`src/bbi_pkg.sv`:
```
// Package with constants and types for the backplane bus interface control.
package bbi_pkg;
  // Reply timeout window in nanoseconds.
  localparam int unsigned TIMEOUT_NS = 10000;
  // Clock period in nanoseconds at 20 MHz.
  localparam int unsigned CLK_PERIOD_NS = 50;
  // Longest wait rounds down to whole cycles.
  localparam int unsigned TIMEOUT_CYCLES = TIMEOUT_NS / CLK_PERIOD_NS;
  // Cycle slips in one timeout window.
  localparam int unsigned TIMEOUT_SLIPS = 50;
  // Address bits that mark the I/O page.
  localparam int unsigned IOPAGE_LSB = 13;
  localparam int unsigned ADDR_W = 16;
  localparam logic [2:0] IOPAGE_TAG = 3'h7;
  // Reply watchdog states, one-hot.
  typedef enum logic [2:0] {
    BBI_IDLE = 3'h1,
    BBI_WAIT = 3'h2,
    BBI_DONE = 3'h4
  } bbi_state_t;
endpackage

```
`src/bbi_slip_if.sv`:
```
// Interface carrying slip enable, slip pulse and expiry between watchdog and divider.
`timescale 1ns/1ps
interface bbi_slip_if;
  logic run;
  logic slip;
  logic expired;
  modport ctl (output run, input slip, input expired);
  modport div (input run, output slip, output expired);
endinterface

```
`src/bbi_ctrl.sv`:
```
// Backplane bus reply watchdog, transceiver steering and chain logic.
// Operation
// - Read/write request arms ten microsecond window
// - Stall processor with slips awaiting reply
// - Reply raises reply_received and stall release
// - Fifty slips without reply set timeout
// - Row strobe clears the timeout flag unless the watchdog stays in or enters done
// - Timeout flag drives the halt logic
// - Stall release ends slips and clock stop
// - Synchronised reply (sync_reply_o) enables external read capture
// - Transmit for local cycles and external writes
// - Bus clear low disables all transceivers
// - Acknowledge: high byte off, low receives
// - Receive overrides transmit whenever enabled
// - External read with reply receives both bytes
// - DMA before read strobe: receive address
// - DMA read local transmits, write receives
// - I/O page select when top bits high
// - Only level four interrupt request accepted
// - DMA lowest priority, blocks interrupts while owned
// - Forward acknowledge and grant down chain
// - Master aborts cycle after ten microseconds
// - Timeout longer than slowest slave reply
// - Local accesses drive strobes like external
`timescale 1ns/1ps
module bbi_ctrl #(
  parameter int unsigned TIMEOUT_CYCLES = bbi_pkg::TIMEOUT_CYCLES,
  parameter int unsigned TIMEOUT_SLIPS = bbi_pkg::TIMEOUT_SLIPS
) (
  input wire logic ref_clk_i,
  input wire logic rstn_i,
  input wire logic read_strobe_request_i,
  input wire logic write_strobe_request_i,
  input wire logic slave_reply_n_i,
  input wire logic row_strobe_i,
  input wire logic bus_clear_n_i,
  input wire logic intr_ack_n_i,
  input wire logic external_select_n_i,
  input wire logic read_indication_i,
  input wire logic dma_grant_active_i,
  input wire logic bus_cycle_frame_n_i,
  input wire logic bus_read_strobe_n_i,
  input wire logic bus_write_strobe_n_i,
  input wire logic proc_cycle_type_hi_i,
  input wire logic [15:0] local_data_addr_bus_i,
  input wire logic intr_request_level4_n_i,
  input wire logic intr_request_level5_n_i,
  input wire logic intr_request_level6_n_i,
  input wire logic intr_request_level7_n_i,
  input wire logic dma_request_line_n_i,
  input wire logic intr_ack_chain_in_n_i,
  input wire logic dma_grant_chain_in_n_i,
  input wire logic own_intr_pending_i,
  input wire logic own_dma_pending_i,
  output logic timeout_flag_o,
  output logic stall_release_n_o,
  output logic reply_received_o,
  output logic slip_o,
  output logic sync_reply_o,
  output logic tx_lo_en_o,
  output logic tx_hi_en_o,
  output logic rx_lo_en_o,
  output logic rx_hi_en_o,
  output logic io_page_select_n_o,
  output logic io_page_select_rx_o,
  output logic intr_req_o,
  output logic dma_req_o,
  output logic intr_ack_chain_out_n_o,
  output logic dma_grant_chain_out_n_o
);
  // Fewer cycles than slips would leave the divider nothing to count.
  if (TIMEOUT_SLIPS < 1 || TIMEOUT_CYCLES < TIMEOUT_SLIPS)
  begin : g_bad_timeout
    $error("Timeout must hold at least one cycle per slip.");
  end
  bbi_slip_if sif ();
  bbi_pkg::bbi_state_t st_reg, st_next;
  logic tmo_reg, tmo_next;
  logic rrp_reg, rrp_next;
  logic srn_reg, srn_next;
  logic slip_reg, slip_next;
  logic srep_reg, srep_next;
  logic req_start;
  bbi_slip_div #(
    .CYCLES(TIMEOUT_CYCLES),
    .SLIPS(TIMEOUT_SLIPS)
  ) u_div (
    .ref_clk_i(ref_clk_i),
    .rstn_i(rstn_i),
    .s(sif.div)
  );
  // Either strobe request opens a window; slips run only while waiting.
  assign req_start = read_strobe_request_i | write_strobe_request_i;
  assign sif.run = (st_reg == bbi_pkg::BBI_WAIT);
  // Watchdog: arm on request, wait for reply or fifty slips.
  always_comb
  begin
    st_next = st_reg;
    tmo_next = tmo_reg;
    rrp_next = !slave_reply_n_i;
    srep_next = !slave_reply_n_i & rrp_reg;
    slip_next = 1'b0;
    srn_next = 1'b1;
    unique case (st_reg)
      bbi_pkg::BBI_IDLE:
      begin
        if (req_start)
        begin
          st_next = bbi_pkg::BBI_WAIT;
        end
      end
      bbi_pkg::BBI_WAIT:
      begin
        slip_next = sif.slip;
        if (!slave_reply_n_i)
        begin
          st_next = bbi_pkg::BBI_DONE;
          srn_next = 1'b0;
        end
        else if (sif.expired)
        begin
          st_next = bbi_pkg::BBI_DONE;
          tmo_next = 1'b1;
          srn_next = 1'b0;
        end
      end
      bbi_pkg::BBI_DONE:
      begin
        srn_next = 1'b0;
        if (!req_start)
        begin
          st_next = bbi_pkg::BBI_IDLE;
        end
      end
      default:
      begin
        st_next = bbi_pkg::BBI_IDLE;
      end
    endcase
    // Clear only on row strobe, so the halt logic sees a steady level.
    if (row_strobe_i && st_next != bbi_pkg::BBI_DONE)
    begin
      tmo_next = 1'b0;
    end
  end
  always_ff @(posedge ref_clk_i or negedge rstn_i)
  begin
    if (!rstn_i)
    begin
      st_reg <= bbi_pkg::BBI_IDLE;
      tmo_reg <= 1'b0;
      rrp_reg <= 1'b0;
      srn_reg <= 1'b1;
      slip_reg <= 1'b0;
      srep_reg <= 1'b0;
    end
    else
    begin
      st_reg <= st_next;
      tmo_reg <= tmo_next;
      rrp_reg <= rrp_next;
      srn_reg <= srn_next;
      slip_reg <= slip_next;
      srep_reg <= srep_next;
    end
  end
  logic txl_reg, txl_next;
  logic txh_reg, txh_next;
  logic rxl_reg, rxl_next;
  logic rxh_reg, rxh_next;
  logic iop_reg, iop_next;
  logic iopr_reg, iopr_next;
  logic irq_reg, irq_next;
  logic dmr_reg, dmr_next;
  logic iako_reg, iako_next;
  logic dmgo_reg, dmgo_next;
  // Transceiver steering; receive wins over transmit when both enable.
  always_comb
  begin
    logic rx_both;
    logic rx_lo;
    logic tx;
    rx_both = 1'b0;
    rx_lo = 1'b0;
    tx = 1'b0;
    if (dma_grant_active_i)
    begin
      if (bus_cycle_frame_n_i || bus_read_strobe_n_i)
        rx_both = 1'b1;
      if (!bus_write_strobe_n_i)
        rx_both = 1'b1;
      else if (!bus_read_strobe_n_i && external_select_n_i)
        tx = 1'b1;
    end
    else
    begin
      // Strobes go out on local and external cycles alike.
      tx = 1'b1;
      if (!external_select_n_i && read_indication_i && srep_reg)
      begin
        rx_both = 1'b1;
      end
      if (!intr_ack_n_i)
      begin
        rx_lo = 1'b1;
      end
    end
    rxl_next = rx_both | rx_lo;
    rxh_next = rx_both & intr_ack_n_i;
    txl_next = tx & !rxl_next;
    txh_next = tx & !rxh_next & intr_ack_n_i;
    if (!bus_clear_n_i)
    begin
      rxl_next = 1'b0;
      rxh_next = 1'b0;
      txl_next = 1'b0;
      txh_next = 1'b0;
    end
    iop_next = !(&local_data_addr_bus_i[bbi_pkg::ADDR_W-1:
      bbi_pkg::IOPAGE_LSB] && !proc_cycle_type_hi_i);
    irq_next = !intr_request_level4_n_i & !dma_grant_active_i;
    dmr_next = !dma_request_line_n_i;
    iako_next = intr_ack_chain_in_n_i | own_intr_pending_i;
    dmgo_next = dma_grant_chain_in_n_i | own_dma_pending_i;
    iopr_next = !iop_next;
  end
  always_ff @(posedge ref_clk_i or negedge rstn_i)
  begin
    if (!rstn_i)
    begin
      txl_reg <= 1'b0;
      txh_reg <= 1'b0;
      rxl_reg <= 1'b0;
      rxh_reg <= 1'b0;
      iop_reg <= 1'b1;
      iopr_reg <= 1'b0;
      irq_reg <= 1'b0;
      dmr_reg <= 1'b0;
      iako_reg <= 1'b1;
      dmgo_reg <= 1'b1;
    end
    else
    begin
      txl_reg <= txl_next;
      txh_reg <= txh_next;
      rxl_reg <= rxl_next;
      rxh_reg <= rxh_next;
      iop_reg <= iop_next;
      iopr_reg <= iopr_next;
      irq_reg <= irq_next;
      dmr_reg <= dmr_next;
      iako_reg <= iako_next;
      dmgo_reg <= dmgo_next;
    end
  end
  assign timeout_flag_o = tmo_reg;
  assign stall_release_n_o = srn_reg;
  assign reply_received_o = rrp_reg;
  assign slip_o = slip_reg;
  assign sync_reply_o = srep_reg;
  assign tx_lo_en_o = txl_reg;
  assign tx_hi_en_o = txh_reg;
  assign rx_lo_en_o = rxl_reg;
  assign rx_hi_en_o = rxh_reg;
  assign io_page_select_n_o = iop_reg;
  assign io_page_select_rx_o = iopr_reg;
  assign intr_req_o = irq_reg;
  assign dma_req_o = dmr_reg;
  assign intr_ack_chain_out_n_o = iako_reg;
  assign dma_grant_chain_out_n_o = dmgo_reg;
  property p_timeout_set;
    @(posedge ref_clk_i) disable iff (!rstn_i)
    (st_reg == bbi_pkg::BBI_WAIT && slave_reply_n_i && sif.expired)
      |=> timeout_flag_o && !stall_release_n_o;
  endproperty
  a_timeout_set: assert property (p_timeout_set)
    else $error("Timeout not raised after window expired.");
  property p_reply_release;
    @(posedge ref_clk_i) disable iff (!rstn_i)
    (st_reg == bbi_pkg::BBI_WAIT && !slave_reply_n_i && !tmo_reg)
      |=> !stall_release_n_o && !timeout_flag_o;
  endproperty
  a_reply_release: assert property (p_reply_release)
    else $error("Reply did not release stall cleanly.");
  property p_arm;
    @(posedge ref_clk_i) disable iff (!rstn_i)
    (st_reg == bbi_pkg::BBI_IDLE && req_start) |=> sif.run;
  endproperty
  a_arm: assert property (p_arm)
    else $error("Watchdog not armed by request.");
  property p_stall;
    @(posedge ref_clk_i) disable iff (!rstn_i)
    (st_reg == bbi_pkg::BBI_WAIT && slave_reply_n_i && !sif.expired)
      |=> stall_release_n_o;
  endproperty
  a_stall: assert property (p_stall)
    else $error("Stall released while waiting.");
  property p_hold;
    @(posedge ref_clk_i) disable iff (!rstn_i)
    (timeout_flag_o && !row_strobe_i) |=> timeout_flag_o;
  endproperty
  a_hold: assert property (p_hold)
    else $error("Timeout flag dropped without row strobe.");
  property p_clear_off;
    @(posedge ref_clk_i) disable iff (!rstn_i)
    !bus_clear_n_i |=> !(tx_lo_en_o | tx_hi_en_o | rx_lo_en_o | rx_hi_en_o);
  endproperty
  a_clear_off: assert property (p_clear_off)
    else $error("Transceivers enabled under bus clear.");
  property p_rx_wins;
    @(posedge ref_clk_i) disable iff (!rstn_i)
    !(rx_lo_en_o && tx_lo_en_o) && !(rx_hi_en_o && tx_hi_en_o);
  endproperty
  a_rx_wins: assert property (p_rx_wins)
    else $error("Receive and transmit both enabled on a lane.");
  property p_iak;
    @(posedge ref_clk_i) disable iff (!rstn_i)
    (!intr_ack_n_i && bus_clear_n_i && !dma_grant_active_i)
      |=> rx_lo_en_o && !rx_hi_en_o && !tx_hi_en_o;
  endproperty
  a_iak: assert property (p_iak)
    else $error("Acknowledge lane steering wrong.");
  property p_iopage;
    @(posedge ref_clk_i) disable iff (!rstn_i)
    (&local_data_addr_bus_i[15:13] && !proc_cycle_type_hi_i)
      |=> !io_page_select_n_o;
  endproperty
  a_iopage: assert property (p_iopage)
    else $error("I/O page select missing.");
  c_reply: cover property (@(posedge ref_clk_i) disable iff (!rstn_i)
    st_reg == bbi_pkg::BBI_WAIT && !slave_reply_n_i);
  c_timeout: cover property (@(posedge ref_clk_i) disable iff (!rstn_i)
    $rose(timeout_flag_o));
  c_dma_rx: cover property (@(posedge ref_clk_i) disable iff (!rstn_i)
    dma_grant_active_i && rx_hi_en_o);
endmodule // bbi_ctrl

```
`src/bbi_slip_div.sv`:
```
// Cycle slip divider and slip counter for the reply watchdog.
`timescale 1ns/1ps
module bbi_slip_div #(
  parameter int unsigned CYCLES = 200,
  parameter int unsigned SLIPS = 50
) (
  input wire logic ref_clk_i,
  input wire logic rstn_i,
  bbi_slip_if.div s
);
  localparam int unsigned PER = CYCLES / SLIPS;
  localparam int unsigned PW = $clog2(PER + 1);
  localparam int unsigned SW = $clog2(SLIPS + 1);
  localparam logic [PW-1:0] PER_LAST = PW'(PER - 1);
  localparam logic [SW-1:0] SLIP_LAST = SW'(SLIPS);

  // A zero period would never pulse, so the watchdog would never expire.
  if (PER < 1 || SLIPS < 1)
  begin : g_bad_div
    $error("Slip divider needs at least one cycle per slip.");
  end

  logic [PW-1:0] div_reg;
  logic [PW-1:0] div_next;
  logic [SW-1:0] cnt_reg;
  logic [SW-1:0] cnt_next;
  logic slip_reg;
  logic slip_next;

  // Divide the clock into slip pulses while the watchdog runs.
  always_comb
  begin
    div_next = div_reg;
    cnt_next = cnt_reg;
    slip_next = 1'b0;
    if (!s.run)
    begin
      div_next = '0;
      cnt_next = '0;
    end
    else if (div_reg == PER_LAST)
    begin
      div_next = '0;
      slip_next = 1'b1;
      if (cnt_reg != SLIP_LAST)
      begin
        cnt_next = cnt_reg + SW'(1);
      end
    end
    else
    begin
      div_next = div_reg + PW'(1);
    end
  end

  always_ff @(posedge ref_clk_i or negedge rstn_i)
  begin
    if (!rstn_i)
    begin
      div_reg <= '0;
      cnt_reg <= '0;
      slip_reg <= 1'b0;
    end
    else
    begin
      div_reg <= div_next;
      cnt_reg <= cnt_next;
      slip_reg <= slip_next;
    end
  end

  assign s.slip = slip_reg;
  assign s.expired = (cnt_reg == SLIP_LAST);
endmodule // bbi_slip_div

```
`config.mk`:
```
export PLATFORM = sky130hd
export DESIGN_NAME = bbi_ctrl
export DESIGN_NICKNAME = d
export VERILOG_FILES = /design/src/bbi_pkg.sv /design/src/bbi_slip_if.sv /design/src/bbi_ctrl.sv /design/src/bbi_slip_div.sv
export SDC_FILE = /design/constraint.sdc
export NUM_CORES = 1
export LEC_CHECK = 0
export BUFFER_PORTS_ARGS = -buffer_cell sky130_fd_sc_hd__buf_2
export CORE_MARGIN = 5
export CORE_UTILIZATION = 40
export CTS_BUF_LIST = sky130_fd_sc_hd__clkbuf_4 sky130_fd_sc_hd__clkbuf_8 sky130_fd_sc_hd__clkbuf_16
export DETAILED_ROUTE_END_ITERATION = 12
export PLACE_DENSITY = 0.75
export SYNTH_ARGS = -nofsm -noshare
export SYNTH_HDL_FRONTEND = slang
export SYNTH_SLANG_ARGS = --single-unit
```
`constraint.sdc`:
```
create_clock -name ref_clk_i -period 1.96 [get_ports ref_clk_i]
set_input_delay 0.196 -clock ref_clk_i [delete_from_list [all_inputs] [get_ports ref_clk_i]]
set_output_delay 0.196 -clock ref_clk_i [all_outputs]
set_load 0.05 [all_outputs]
```
### After elaboration in Yosys (flattened, before gate mapping)

Index checks and enable logic that the tools add are counted.

* bits in registers: 28
* input port bits: 40
* output and inout bits: 15
* word-level logic and storage cells: 95

* add/sub/neg operators: 2
* equal/unequal tests: 9
* multiplexer cells: 33
* bitwise gates (word level): 10
* reductions and logical operators: 22

Operator list (number)
* 1-bit two-way mux: 22
* 3-bit two-way mux: 6
* 6-bit two-way mux: 3
* 1-bit logical NOT: 10
* 3-bit case mux with 3 select lines: 1
* 6-bit by 1-bit adder with 6-bit output, second input constant: 1
* 1-bit AND: 6
* 3-bit by 2-bit equality test with 1-bit output, second input constant: 2
* 6-bit equality test, second input constant: 1
* 6-bit != test, second input constant: 1
* 3-bit AND reduction: 2
* 2-bit nonzero test: 3
* 1-bit logical AND: 5
* 2-bit != test, second input constant: 2
* 1-bit OR: 4
* 3-bit by 1-bit adder with 3-bit output, second input constant: 1
* 3-bit by 1-bit equality test with 1-bit output, second input constant: 1
* 3-bit equality test, second input constant: 1
* 3-bit != test, second input constant: 1
* 1-bit case mux with 2 select lines: 1
* 2-bit AND reduction: 1
* 1-bit logical OR: 1

### Logic depth before layout (Yosys ltp)

* depth in word-level cells: 10
* gate-level depth with buffers: 5
* gate-level depth less buffers: 5

### Cells and area by module

A second synthesis with hierarchy kept.

* cell total of the unflattened synthesis: 110
* area total of the unflattened synthesis: 1256.2 µm²

Modules (own cells, without submodules)
* bbi_ctrl: times used 1, cells an instance 58, area an instance 711.9 µm², sequential area each 456.7 µm²
* bbi_slip_div: times used 1, cells an instance 52, area an instance 544.3 µm², sequential area each 250.2 µm²

### Least setup slack after synthesis

Ideal clock, no wire load.

* path kind: register to register
* from: register u_div.cnt_reg[0]
* to: register u_div.cnt_reg[0]
* library setup time: 79 ps
* arrival: 1259 ps
* required time: 1881 ps
* path slack: 621 ps
* stages on the path, launching flop included: 6
* period minus slack after synthesis: 1339 ps
* cell sequence: dfrtp_1 inv_1 ha_1 and4bb_1 a21oi_1 mux2i_1

* word-level cells in the longest chain between the ends: 4
* elaborated cells on any way between the ends: 7

RTL lines
* start: declaration: RTL line bbi_slip_div.sv:25 `logic [SW-1:0] cnt_reg;`
* start signal: assignment: RTL line bbi_slip_div.sv:67 `cnt_reg <= cnt_next;`
* 6-bit by 1-bit adder with 6-bit output: RTL line bbi_slip_div.sv:47 `cnt_next = cnt_reg + SW'(1);`
* 6-bit two-way mux: RTL line bbi_slip_div.sv:45 `if (cnt_reg != SLIP_LAST)`
* 6-bit two-way mux: RTL line bbi_slip_div.sv:41 `else if (div_reg == PER_LAST)`
* 6-bit two-way mux: RTL line bbi_slip_div.sv:36 `if (!s.run)`

Parallel ways exist; a longest one is shown, timed or not. The select of a mux whose other input is x is not followed.
A chain may end at the register's enable or synchronous reset.

### Final worst setup path

Ends and elaborated chain as after synthesis.

==> results.tsv <==
metric	value	unit
Slew @ Worst Pin	0.590	ns
P per Cell Area	839	nW/um2
top cells by area, synth	dfrtp_1 (48%), dfstp_2 (11%), ha_1 (3.1%)	
Tightest Hold Check Type	primary input to register	
Post-Synthesis Cells	102	
Pint	873	uW
ys flop type	dfrtp_1	
Synth cell types	34	
pin count of the biggest net entering global routing	29	
clock slew at reported path FFs	0.14	ns
r2r worst-path depth	5	
Post-CTS Repair Setup Buffers	0	
Tot Pwr	1.25	mW
IO Pins	55	
CP delay by family, top	flip-flops	
count leader, synth	dfrtp_1	
DP Wirelength	1810	um
Post-CTS Hold Buffers	3	
critical path fanouts, max	5	
drt wl/cell	13.4	um
Worst setup startpoint	u_div.cnt_reg[0]$_DFFE_PN0P_	
Synth warnings	0	
Synth area leader	dfrtp_1	
most frequent cells after synthesis	dfrtp_1 (23), nand2_1 (9), inv_1 (8)	
worst flop-to-flop path endpoint	u_div.cnt_reg[0]$_DFFE_PN0P_	
Placer Congestion	0.758	
final setup fails	0	
Post-synth ARST share	1.00	
Tmin final	1.46	ns
CP Class	register to register	
CP Depth	5	
GRT Residual Overflow	0	
number of synthesized flops with an enable pin	0	
Core ar.	2810	um2
startpoint type of the worst setup path	register	
setup TNS after final layout	0	ns
vias in the first global route	930	
Die Y	64.8	um
FF-to-FF setup slack	0.50	ns
Initial DRT Pass Iterations	4	
CTS sink count	28	
leakage	0.729	nW
CTS tree	built	
number of flip-flops in the largest register	6	
max incr delay on CP	0.43	ns
die area	4200	um2
Critical Path RT	2.21	ns
ANT nets after route	0	
crit end category	register	
htree depth	1	
clock skew	0.00402	ns
status	completed	
Area Overhead vs Synth	23.7	%
initial antenna violation count	0	
Fin. Hold Viols	0	
Resized Gates After CTS	0	
layout cell share with drive strength beyond 1	0.356	
flops & latches, synth	28	
hold_ws	0.0539	ns
crit path DAT	1.72	ns
Switch Pwr	372	uW
syn_nets	145	
initial drt markers	27	
share of the synthesized area in the top cell type	0.480	
number of port buffers	38	
total number of vias	900	
Nets	190	
sequential power share	0.547	
Slew HR	0.606	
register area share after synthesis	0.589	
Post-DP Area	1420	um2
final wirelength	2370	um
Max Cap Viol	0	
CP cell instances	inv_1 -> ha_1 -> and4bb_1 -> a21oi_1 -> mux2i_1	
Crit-path slowest cell	dfrtp_1	
initial core utilization	0.428	
DRC	0	
Worst-Skew Late Latency	0.32	ns
Worst setup endpoint	u_div.cnt_reg[0]$_DFFE_PN0P_	
Switching Fraction	0.299	
Clock Tree Buf Depth	2	
Crit Reg-Reg Startpoint	u_div.cnt_reg[0]$_DFFE_PN0P_	
root buffer cell	clkbuf_4	
clock buffer count from CTS	3	
clock power share	0.218	
syn_area_per_cell	11.8	um2
Cell Area, Synth	1200	um2
row count	19	
global-route usage over all layers	0.124	
ANT cells	0	
Die X	64.8	um
global-route wire length before repair	4150	um
Vias/cell	5.08	
CP bufs+invs	1	
RSZ-0062 raised after global routing	false	
crit share post-route	0.747	
Max Freq	0.683	GHz
Finished Cell Area	1480	um2
Worst VDD drop	621	uV
combinational fraction of design power	0.235	
Slew Limit Fails	0	
-- cell type report --
cell class	instances	area (um2)
clock buffers	4	36.3
fillers	250	1320
inverters	8	30.0
multi-input cells	65	452
flip-flops and latches	28	707
well taps	31	38.8
repair buffers	41	220
-- worst min path at each step --
stage / slack [ns] / depth (start not counted) / startpoint / endpoint
final: 0.05 / 2 / intr_ack_chain_in_n_i / intr_ack_chain_out_n_o$_DFF_PN1_
after CTS: 0.04 / 2 / intr_ack_chain_in_n_i / intr_ack_chain_out_n_o$_DFF_PN1_
after floorplan: -0.1 / 0 / rstn_i / dma_req_o$_DFF_PN0_
after global placement: 0.23 / 1 / rstn_i / dma_req_o$_DFF_PN0_
after global routing: 0.03 / 2 / intr_ack_chain_in_n_i / intr_ack_chain_out_n_o$_DFF_PN1_
after detailed placement: 0.23 / 1 / rstn_i / reply_received_o$_DFF_PN0_
-- metal layers --
metal | wire length [um] | track usage | up-vias
li1 | - | - | 446
met4 | 73 | 0.0501 | 0
met2 | 1280 | 0.222 | 26
met5 | 0 | 0 | -
met1 | 934 | 0.146 | 422
met3 | 85 | 0.0225 | 6
-- logic make-up after synthesis --
kind of cell	after synthesis	synth area share
flops	28	0.589
simple gates	40	0.212
fa+ha+maj	3	0.0313
mux	3	0.0261
buf+inv	9	0.0344
compound gates	19	0.107
-- placed cells by master, fill, tap and decap left out, types with 2 or more instances in the layout --
cell type and count:
nand4b_1 2, mux2i_1 2, a21oi_1 6, o21ai_0 4
and3b_1 2, buf_2 38, dfrtp_1 23, inv_1 8
or3_1 3, nand3b_1 3, nand2_1 9, nor2_1 4
ha_1 3, nand2b_1 3, o22a_1 2, clkbuf_4 3
dlygate4sd3_1 3, nor3b_1 3, dfstp_2 5, and2_1 2
or2_2 2
-- metrics by stage --
| stage | utilization | setup WS [ns] | cells |
|---|---|---|---|
| after floorplan | - | 0.621 | 102 |
| after global placement | 0.505 | 0.528 | 170 |
| after detailed placement | 0.505 | 0.505 | 170 |
| after CTS | 0.529 | 0.474 | 177 |
| after global routing | 0.529 | 0.381 | 177 |
| final | 0.529 | 0.495 | 177 |
-- worst register-to-register path: stages, from the launching register on --
cell and delay (ns):
dfrtp_1 0.43, inv_1 0.08, ha_1 0.19, and4bb_1 0.23, a21oi_1 0.26, mux2i_1 0.21
-- power groups by stage --
stage	Clock (mW)	Sequential, mW	Combinational [mW]
2_1_floorplan	0	0.749	0.162
3_3_place_gp	0	0.688	0.281
3_5_place_dp	0	0.693	0.289
4_1_cts	0.286	0.681	0.296
5_1_grt	0.311	0.693	0.321
6_report	0.271	0.682	0.292
(Power assumes the default switching activity.)
